--- src/rtl/cbs_pkg.sv ---
package cbs_pkg;

  ////////////////////////////////////////////////////////////////////////////
  // Bus geometry and register offsets
  localparam int ADR_W = 8;
  localparam logic [ADR_W-1:0] OFS_SYS_CTRL = 8'h00;
  localparam logic [ADR_W-1:0] OFS_STALL_REL = 8'h04;
  localparam logic [ADR_W-1:0] OFS_STATUS = 8'h08;

  ////////////////////////////////////////////////////////////////////////////
  // Control register bit positions
  localparam int BIT_TRANS_EN = 0;
  localparam int BIT_ABORT_EN = 5;
  localparam int BIT_IRQ_EN = 6;
  localparam int BIT_STALL_SEL = 7;
  localparam int BIT_PRIV_ASID = 12;
  localparam int BIT_TYPE_SEL = 20;
  localparam int BIT_USER_CMO = 30;
  localparam int FLD_TRANSIENT_LO = 14;
  localparam int FLD_BYPASS_MEM_ATTR_LO = 16;
  localparam int FLD_SHARE_LO = 22;
  localparam int FLD_RALLOC_LO = 24;
  localparam int FLD_WALLOC_LO = 26;
  localparam int FLD_SECURE_LO = 28;

  // Stall release bit and status register bits
  localparam int BIT_TNR = 0;
  localparam int BIT_ST_STALLED = 0;
  localparam int BIT_ST_SEC = 1;
  localparam int BIT_ST_STAGE2 = 2;

  ////////////////////////////////////////////////////////////////////////////
  // Reset values and storage masks
  localparam logic [31:0] SYS_CTRL_RESET = 32'h00000000;
  localparam logic [31:0] SYS_CTRL_IMPL_MASK = 32'h7FDFD0E1;
  localparam logic [31:0] SECURE_FIELD_MASK = 32'h30000000;
  localparam logic [31:0] TRANSIENT_FIELD_MASK = 32'h0000C000;
  // Fields the downstream bus can carry; clear a bit to make it read zero
  localparam logic [31:0] DOWNSTREAM_MASK = 32'hFFFFFFFF;

  ////////////////////////////////////////////////////////////////////////////
  // Implementation options
  localparam bit STALL_IMPL = 1'b1;
  localparam bit TRANSIENT_IMPL = 1'b1;
  localparam bit ATTR_WR_RETRY = 1'b1;
  localparam bit BANK_COUNT_RETRY = 1'b1;

  ////////////////////////////////////////////////////////////////////////////
  // Attribute codes
  localparam logic [1:0] ATTR_DEFAULT = 2'h0;
  localparam logic [1:0] ATTR_RSVD = 2'h1;
  localparam logic [3:0] BYPASS_MEM_ATTR_DEFAULT = 4'h0;

  typedef enum logic [1:0] {
    CBS_IDLE = 2'b00,
    CBS_STALLED = 2'b01,
    CBS_RETRY = 2'b10,
    CBS_TERM = 2'b11
  } cbs_state_e;

  // Context fault from the translation pipeline
  typedef struct packed {
    logic valid;
    logic stage2;
    logic sec_state;
  } cbs_fault_s;

  // Resume command to the translation pipeline
  typedef struct packed {
    logic retry;
    logic terminate;
    logic from_stage1;
    logic sec_state;
  } cbs_resume_s;

  // Attributes applied when translation is off
  typedef struct packed {
    logic active;
    logic [1:0] secure;
    logic [1:0] walloc;
    logic [1:0] ralloc;
    logic [1:0] share;
    logic type_sel;
    logic [3:0] mem_attr;
    logic [1:0] transient;
  } cbs_bypass_s;

endpackage

--- src/rtl/cbs_attr_field.sv ---
`timescale 1ns/1ps
module cbs_attr_field
  import cbs_pkg::*;
#(
  parameter bit HAS_RESERVED = 1'b1
) (
  // Clock and reset
  input wire logic clk_i,
  input wire logic rst_i,
  // Field and bypass state
  input wire logic bypass_i,
  input wire logic [1:0] field_i,
  // Resolved attribute code
  output logic [1:0] code_o
);

  // Reserved code falls back to default rather than passing odd markings on
  always_ff @(posedge clk_i) begin
    if (rst_i) begin
      code_o <= ATTR_DEFAULT;
    end else if (!bypass_i || (HAS_RESERVED && field_i == ATTR_RSVD)) begin
      code_o <= ATTR_DEFAULT;
    end else begin
      code_o <= field_i;
    end
  end

endmodule

--- src/rtl/cbs_ctrl.sv ---
// The implementer's own choices: the placing of the registers and the Wishbone interface to the registers.
`timescale 1ns/1ps
module cbs_ctrl
  import cbs_pkg::*;
(
  // Clock and reset
  input wire logic clk_i,
  input wire logic rst_i,
  // Wishbone classic slave
  input wire logic wb_cyc_i,
  input wire logic wb_stb_i,
  input wire logic wb_we_i,
  input wire logic [ADR_W-1:0] wb_adr_i,
  input wire logic [3:0] wb_sel_i,
  input wire logic [31:0] wb_dat_i,
  output logic [31:0] wb_dat_o,
  output logic wb_ack_o,
  // Translation pipeline side
  input wire cbs_fault_s fault_i,
  input wire logic fault_status_pending_i,
  input wire logic bank_attr_wr_i,
  input wire logic secure_bank_count_chg_i,
  input wire logic bank_is_secure_i,
  input wire logic wide_va_select_i,
  input wire logic [7:0] vmid_i,
  // Resume and fault responses
  output cbs_resume_s resume_o,
  output logic stalled_o,
  output logic fault_term_o,
  output logic fault_abort_o,
  output logic fault_irq_req_o,
  output logic repeat_fault_o,
  // Translation controls
  output logic translation_en_o,
  output logic user_cmo_en_o,
  output logic private_asid_o,
  output logic [7:0] asid_scope_vmid_o,
  output cbs_bypass_s bypass_o
);

  ////////////////////////////////////////////////////////////////////////////
  // Declarations
  logic [31:0] sys_ctrl;
  logic [31:0] next_sys_ctrl;
  logic [31:0] lane_mask;
  logic [31:0] store_mask;
  cbs_state_e state;
  logic held_stage2;
  logic held_sec;
  logic bus_req;
  logic ctrl_wr;
  logic rel_wr;
  logic rel_accept;
  logic auto_retry;
  logic take_stall;
  logic bypass_on;
  logic bypass_active_q;
  logic type_sel_q;
  logic [3:0] mem_attr_q;
  logic [1:0] sec_code;
  logic [1:0] walloc_code;
  logic [1:0] ralloc_code;
  logic [1:0] share_code;
  logic [1:0] trans_code;

  ////////////////////////////////////////////////////////////////////////////
  // Bus decode; one access per handshake because ack masks the request
  assign bus_req = wb_cyc_i && wb_stb_i && !wb_ack_o;
  assign ctrl_wr = bus_req && wb_we_i && (wb_adr_i == OFS_SYS_CTRL);
  assign rel_wr = bus_req && wb_we_i && (wb_adr_i == OFS_STALL_REL) && wb_sel_i[0];
  // Only a real stall can be released
  assign rel_accept = rel_wr && STALL_IMPL && (state == CBS_STALLED);
  // Optional retry on bank attribute or secure bank count change
  assign auto_retry = (bank_attr_wr_i && ATTR_WR_RETRY) ||
                      (secure_bank_count_chg_i && BANK_COUNT_RETRY);
  assign take_stall = fault_i.valid && sys_ctrl[BIT_STALL_SEL] && STALL_IMPL;
  assign bypass_on = !sys_ctrl[BIT_TRANS_EN];

  // Byte lanes and storage mask for control writes
  always_comb begin
    lane_mask = {{8{wb_sel_i[3]}}, {8{wb_sel_i[2]}}, {8{wb_sel_i[1]}}, {8{wb_sel_i[0]}}};
    store_mask = SYS_CTRL_IMPL_MASK & DOWNSTREAM_MASK;
    if (!bank_is_secure_i) begin
      store_mask = store_mask & ~SECURE_FIELD_MASK;
    end
    if (!TRANSIENT_IMPL) begin
      store_mask = store_mask & ~TRANSIENT_FIELD_MASK;
    end
    next_sys_ctrl = ((sys_ctrl & ~lane_mask) | (wb_dat_i & lane_mask)) & store_mask;
  end

  ////////////////////////////////////////////////////////////////////////////
  // Control register; all fields cleared so control state is defined
  always_ff @(posedge clk_i) begin
    if (rst_i) begin
      sys_ctrl <= SYS_CTRL_RESET;
    end else if (ctrl_wr) begin
      sys_ctrl <= next_sys_ctrl;
    end else if (!bank_is_secure_i) begin
      // Bank handed back to non-secure side drops the security field
      sys_ctrl <= sys_ctrl & ~SECURE_FIELD_MASK;
    end
  end

  // Bus answer: one wait state, unmapped reads zero, unmapped writes dropped
  always_ff @(posedge clk_i) begin
    if (rst_i) begin
      wb_ack_o <= 1'b0;
    end else begin
      wb_ack_o <= bus_req;
    end
  end

  // Read data; stall release is write-only and reads zero
  always_ff @(posedge clk_i) begin
    if (rst_i) begin
      wb_dat_o <= 32'h00000000;
    end else if (bus_req && !wb_we_i) begin
      case (wb_adr_i)
        OFS_SYS_CTRL: wb_dat_o <= sys_ctrl;
        OFS_STALL_REL: wb_dat_o <= 32'h00000000;
        OFS_STATUS: begin
          wb_dat_o <= 32'h00000000;
          wb_dat_o[BIT_ST_STALLED] <= (state == CBS_STALLED);
          wb_dat_o[BIT_ST_SEC] <= held_sec;
          wb_dat_o[BIT_ST_STAGE2] <= held_stage2;
        end
        default: wb_dat_o <= 32'h00000000;
      endcase
    end
  end

  ////////////////////////////////////////////////////////////////////////////
  // Stall state; the mode bit is not consulted while stalled
  always_ff @(posedge clk_i) begin
    if (rst_i) begin
      state <= CBS_IDLE;
    end else begin
      case (state)
        CBS_IDLE: begin
          if (take_stall) begin
            state <= CBS_STALLED;
          end
        end
        CBS_STALLED: begin
          if (rel_accept) begin
            state <= wb_dat_i[BIT_TNR] ? CBS_TERM : CBS_RETRY;
          end else if (auto_retry) begin
            state <= CBS_RETRY;
          end else begin
            state <= CBS_STALLED;
          end
        end
        CBS_RETRY: state <= CBS_IDLE;
        CBS_TERM: state <= CBS_IDLE;
        default: state <= CBS_IDLE;
      endcase
    end
  end

  // Security state and stage captured at the stall, frozen until resume
  always_ff @(posedge clk_i) begin
    if (rst_i) begin
      held_stage2 <= 1'b0;
      held_sec <= 1'b0;
    end else if (state == CBS_IDLE && take_stall) begin
      held_stage2 <= fault_i.stage2;
      held_sec <= fault_i.sec_state;
    end
  end

  // Resume command; restarting at the translation control step means any
  // translation control change made while stalled is picked up
  always_ff @(posedge clk_i) begin
    if (rst_i) begin
      resume_o <= '0;
    end else begin
      resume_o.retry <= (state == CBS_STALLED) && !(rel_accept && wb_dat_i[BIT_TNR]) &&
                        (rel_accept || auto_retry);
      resume_o.terminate <= rel_accept && wb_dat_i[BIT_TNR];
      // Only a retry restarts; a terminated transaction never re-enters stage 1
      resume_o.from_stage1 <= (state == CBS_STALLED) && !(rel_accept && wb_dat_i[BIT_TNR]) &&
                              (rel_accept || auto_retry);
      resume_o.sec_state <= held_sec;
    end
  end

  // Stalled flag mirrors the state for the fault status logic
  always_ff @(posedge clk_i) begin
    if (rst_i) begin
      stalled_o <= 1'b0;
    end else begin
      stalled_o <= (state == CBS_IDLE) ? take_stall :
                   (state == CBS_STALLED) ? !(rel_accept || auto_retry) : 1'b0;
    end
  end

  ////////////////////////////////////////////////////////////////////////////
  // Fault responses; a fault during a stall is terminated since one slot only
  always_ff @(posedge clk_i) begin
    if (rst_i) begin
      fault_term_o <= 1'b0;
      fault_abort_o <= 1'b0;
      fault_irq_req_o <= 1'b0;
    end else begin
      fault_term_o <= fault_i.valid && !(take_stall && state == CBS_IDLE);
      fault_abort_o <= sys_ctrl[BIT_ABORT_EN] &&
                       ((fault_i.valid && !(take_stall && state == CBS_IDLE)) ||
                        (rel_accept && wb_dat_i[BIT_TNR]));
      fault_irq_req_o <= fault_i.valid && sys_ctrl[BIT_IRQ_EN];
    end
  end

  // Resume with fault status still set refaults the transaction
  always_ff @(posedge clk_i) begin
    if (rst_i) begin
      repeat_fault_o <= 1'b0;
    end else begin
      repeat_fault_o <= rel_accept && fault_status_pending_i;
    end
  end

  ////////////////////////////////////////////////////////////////////////////
  // Translation controls; user cache ops hold regardless of translation
  always_ff @(posedge clk_i) begin
    if (rst_i) begin
      translation_en_o <= 1'b0;
      user_cmo_en_o <= 1'b0;
      private_asid_o <= 1'b0;
      asid_scope_vmid_o <= 8'h00;
      bypass_active_q <= 1'b1; // Control clears to translation off
    end else begin
      translation_en_o <= sys_ctrl[BIT_TRANS_EN];
      user_cmo_en_o <= wide_va_select_i && sys_ctrl[BIT_USER_CMO];
      private_asid_o <= sys_ctrl[BIT_PRIV_ASID];
      asid_scope_vmid_o <= vmid_i;
      bypass_active_q <= bypass_on;
    end
  end

  // Memory type overlay only when selected
  always_ff @(posedge clk_i) begin
    if (rst_i) begin
      type_sel_q <= 1'b0;
      mem_attr_q <= BYPASS_MEM_ATTR_DEFAULT;
    end else if (bypass_on && sys_ctrl[BIT_TYPE_SEL]) begin
      type_sel_q <= 1'b1;
      mem_attr_q <= sys_ctrl[FLD_BYPASS_MEM_ATTR_LO +: 4];
    end else begin
      type_sel_q <= 1'b0;
      mem_attr_q <= BYPASS_MEM_ATTR_DEFAULT;
    end
  end

  ////////////////////////////////////////////////////////////////////////////
  // Two-bit bypass attribute fields
  cbs_attr_field #(.HAS_RESERVED(1'b1)) u_sec (
    .clk_i(clk_i),
    .rst_i(rst_i),
    .bypass_i(bypass_on),
    .field_i(sys_ctrl[FLD_SECURE_LO +: 2]),
    .code_o(sec_code)
  );

  cbs_attr_field #(.HAS_RESERVED(1'b1)) u_walloc (
    .clk_i(clk_i),
    .rst_i(rst_i),
    .bypass_i(bypass_on),
    .field_i(sys_ctrl[FLD_WALLOC_LO +: 2]),
    .code_o(walloc_code)
  );

  cbs_attr_field #(.HAS_RESERVED(1'b1)) u_ralloc (
    .clk_i(clk_i),
    .rst_i(rst_i),
    .bypass_i(bypass_on),
    .field_i(sys_ctrl[FLD_RALLOC_LO +: 2]),
    .code_o(ralloc_code)
  );

  // Every shareability code is meaningful
  cbs_attr_field #(.HAS_RESERVED(1'b0)) u_share (
    .clk_i(clk_i),
    .rst_i(rst_i),
    .bypass_i(bypass_on),
    .field_i(sys_ctrl[FLD_SHARE_LO +: 2]),
    .code_o(share_code)
  );

  cbs_attr_field #(.HAS_RESERVED(1'b1)) u_trans (
    .clk_i(clk_i),
    .rst_i(rst_i),
    .bypass_i(bypass_on),
    .field_i(sys_ctrl[FLD_TRANSIENT_LO +: 2]),
    .code_o(trans_code)
  );

  assign bypass_o = '{
    active: bypass_active_q,
    secure: sec_code,
    walloc: walloc_code,
    ralloc: ralloc_code,
    share: share_code,
    type_sel: type_sel_q,
    mem_attr: mem_attr_q,
    transient: trans_code
  };
endmodule

--- config.mk ---
export PLATFORM = sky130hd
export DESIGN_NAME = cbs_ctrl
export DESIGN_NICKNAME = d
export VERILOG_FILES = /design/src/rtl/cbs_pkg.sv /design/src/rtl/cbs_attr_field.sv /design/src/rtl/cbs_ctrl.sv
export SDC_FILE = /design/constraint.sdc
export NUM_CORES = 1
export LEC_CHECK = 0
export ABC_AREA = 0
export BUFFER_PORTS_ARGS = -buffer_cell sky130_fd_sc_hd__buf_2
export CORE_MARGIN = 4
export CORE_UTILIZATION = 35
export CTS_BUF_LIST = sky130_fd_sc_hd__clkbuf_4 sky130_fd_sc_hd__clkbuf_8
export CTS_CLUSTER_SIZE = 8
export DETAILED_ROUTE_END_ITERATION = 10
export HOLD_SLACK_MARGIN = 0.06
export PLACE_DENSITY = 0.75
export REMOVE_ABC_BUFFERS = 1
export SYNTH_ARGS = -nofsm -noshare
export SYNTH_HDL_FRONTEND = slang
export SYNTH_HIERARCHICAL = 1
export SYNTH_SLANG_ARGS = --single-unit
export TNS_END_PERCENT = 50
--- constraint.sdc ---
create_clock -name clk_i -period 2.13 [get_ports clk_i]
set_clock_uncertainty 0.1 [all_clocks]
set_input_delay 0.213 -clock clk_i [delete_from_list [all_inputs] [get_ports clk_i]]
set_output_delay 0.213 -clock clk_i [all_outputs]
set_load 0.02 [all_outputs]
==> reports/metrics.cfg <==
[floorplanning]
die_x_um=99.79
num_io_pins=134
fp-row-count=33
die_area_mm2=0.009958
die_h_um=99.79
start_util=0.3589
fp.coreArea_mm2=0.008217

[placed_design]
post-dp-hpwl_mm=5.237
io_buffers=122
placed_cell_area_mm2=0.003611
placedCellCount=463
gp_congestion=0.7213

[hold_path]
min_path_type=primary input to flop
hp-start=fault_i[2]

[cts]
root_buffer=clkbuf_8
cts_tree=built
cts.sinks=85
insertion_delay_ns=0.35
clockBufferDepth=2
path_clk_slew_ns=0.08
htree_levels=3
cts_setup_buffers=0
cts_made_buffers=9

[grt]
antenna_found_initial=0
grt_pass1_wl_mm=11.83
grt_pass1_vias=2367
gr-usage-all-layers=0.1527
gr-total-overflow=0
grt_max_degree=25

[synthesis]
syn_inst=253
synth_xor_area_frac=0
syn_area_per_cell_um2=11.66
synthSimpleGateAreaFrac=0.2011
synthAdderAreaFrac=0
ys.flop_type=dfxtp_1
synth_edf_count=0
muxShareOfSynthArea=0.08188
yosysSeqAreaShare=0.5770
ys_types=36
yosysWarnings=6
synth_area_mm2=0.002949
synth_top_family_by_area=simple AND/OR/NAND/NOR gates
synth_seq_cells=85
synth-compound-area-share=0.08782
synth.area.top_cells=dfxtp_1, mux2i_1, a22o_2
async_reset_ff_frac=0
synth_top_cell_by_area=dfxtp_1
yosys.area.top_type_share=0.5770

[timing]
slew_viol_final=0
period_minus_slack_ns=1.872
rsz0062_at_grt=no
period_share=0.8790
fmax_mhz=534.1
whs_ns=0.07329
relSlewSlack=0.2332
setup_viol=0
tightest_slew_ns=1.149
tns_ns=0
hold_violations=0

[power_and_ir_drop]
powerDensity_mw_per_mm2=696.0
power.leakage_nw=2.125
ir_worst_vdd_v=0.0003289

[routing]
drtAntennaViolNets=0
avgRoutedWirePerCell_um=14.60
drt_first_pass_iters=4
route.detailed.drc=0
wl_mm=7.503
vias=2355
vias_per_cell=4.582
drtIter0Drc=42

[layout]
nets=470
postLayoutCellArea_mm2=0.004160
stdcell_count=514
antenna_cells=0
area_growth_syn_to_layout_pct=41.07
fillers=759
drive_above_1_share=0.4279
fin_util=0.5063

[flow_run]
cap_violations=0

[critical_path]
reg2reg_from=wb_ack_o
endpoint_kind=flop
start_kind=flop
cp_max_fo=24
critPathLaunch=wb_ack_o
critical_path_class=flop to flop
worstPathRequired_ns=2.32
worstPathArrival_ns=2.06

[outcome]
status=completed

## final timing paths
kind | to | slack (ns) | cells after the start
worst max register to register | wb_dat_o[5] | 0.26 | 4
worst min register to register | user_cmo_en_o | 0.37 | 2
worst min-delay path | fault_irq_req_o | 0.07 | 3
worst max-delay path | wb_dat_o[5] | 0.26 | 4
## state kept, by name (all words and copies together), names as in the netlist, 2 cells and up
name / flops
state: 2
sys_ctrl: 21
u_share/code_o: 2
resume_o: 3
u_trans/code_o: 2
mem_attr_q: 4
asid_scope_vmid_o: 8
u_sec/code_o: 2
u_walloc/code_o: 2
wb_dat_o: 24
u_ralloc/code_o: 2
## layout by cell type, fill, tap and decap left out, drive strengths merged, types with 5 or more instances in the layout
| master | synthesis | layout |
|---|---|---|
| clkbuf | 8 | 11 |
| nor2b | 10 | 10 |
| buf | 14 | 127 |
| dfxtp | 85 | 85 |
| a22o | 22 | 22 |
| and3b | 8 | 8 |
| mux2i | 23 | 23 |
| nor2 | 32 | 32 |
| and2 | 5 | 5 |
| nand4 | 7 | 7 |
| dlygate4sd3 | 0 | 36 |
## area by class of cell
class / instances / area (µm²) / share of cell area
tap: 105 / 131.4 / 0.03158
sequential: 85 / 1702 / 0.4090
multi-input combinational: 142 / 1102 / 0.2650
inverter: 4 / 15.01 / 0.003609
clock inverter: 4 / 50.05 / 0.01203
timing repair buffer: 163 / 1021 / 0.2454
clock buffer: 11 / 138.9 / 0.03338
## critical path: stages, from the launching register on
cell	delay, ns
dfxtp_1	0.33
nand3b_1	0.15
nor2_1	0.06
nor2_2	0.86
a22o_2	0.30
## synthesized netlist by cell type (3+ instances only)
cell,n
inv_1,4
a22o_1,3
nor3b_1,4
nand4_1,4
mux2i_1,23
nand2_1,3
and3b_1,4
nor2_1,32
nor4bb_1,4
a22o_2,19
nor2b_1,10
buf_4,11
clkbuf_1,8
nand2b_1,3
dfxtp_1,85
o21ai_0,3
and2_1,5
and4b_1,4
and3b_2,4
## through the flow
| step | power [W] | setup slack, ns |
|---|---|---|
| after floorplan | 0.001686 | 0.1931 |
| after global placement | 0.001782 | 0.2328 |
| after detailed placement | 0.001784 | 0.1993 |
| after CTS | 0.002934 | 0.1908 |
| after global routing | 0.003031 | 0.08854 |
| final | 0.002896 | 0.2577 |
## power by group
group          switching (W)  internal [W]
clock               0.000539      0.000560
sequential        0.00000241       0.00160
combinational      0.0000904      0.000107
total               0.000632       0.00226
## routing by layer
layer	track usage	wire, µm
met1	0.1788	3118
met5	0	0
met3	0.04656	528
met4	0.05042	95
met2	0.2653	3761
## repair_timing
item | 4_1_cts | 5_1_grt
hold buffers | 36 | 0
endpoints found under the hold margin | 34 | 0
gates resized for setup | 0 | 0
## cell families (layout without fill, tap and decap cells)
family | Yosys count | count (layout)
AO/OA/AOI/OAI | 29 | 29
buffers and inverters | 26 | 182
flip-flops | 85 | 85
multiplexers | 24 | 24
AND/OR/NAND/NOR | 89 | 89
Note: power is estimated with default switching activity, not from simulation.
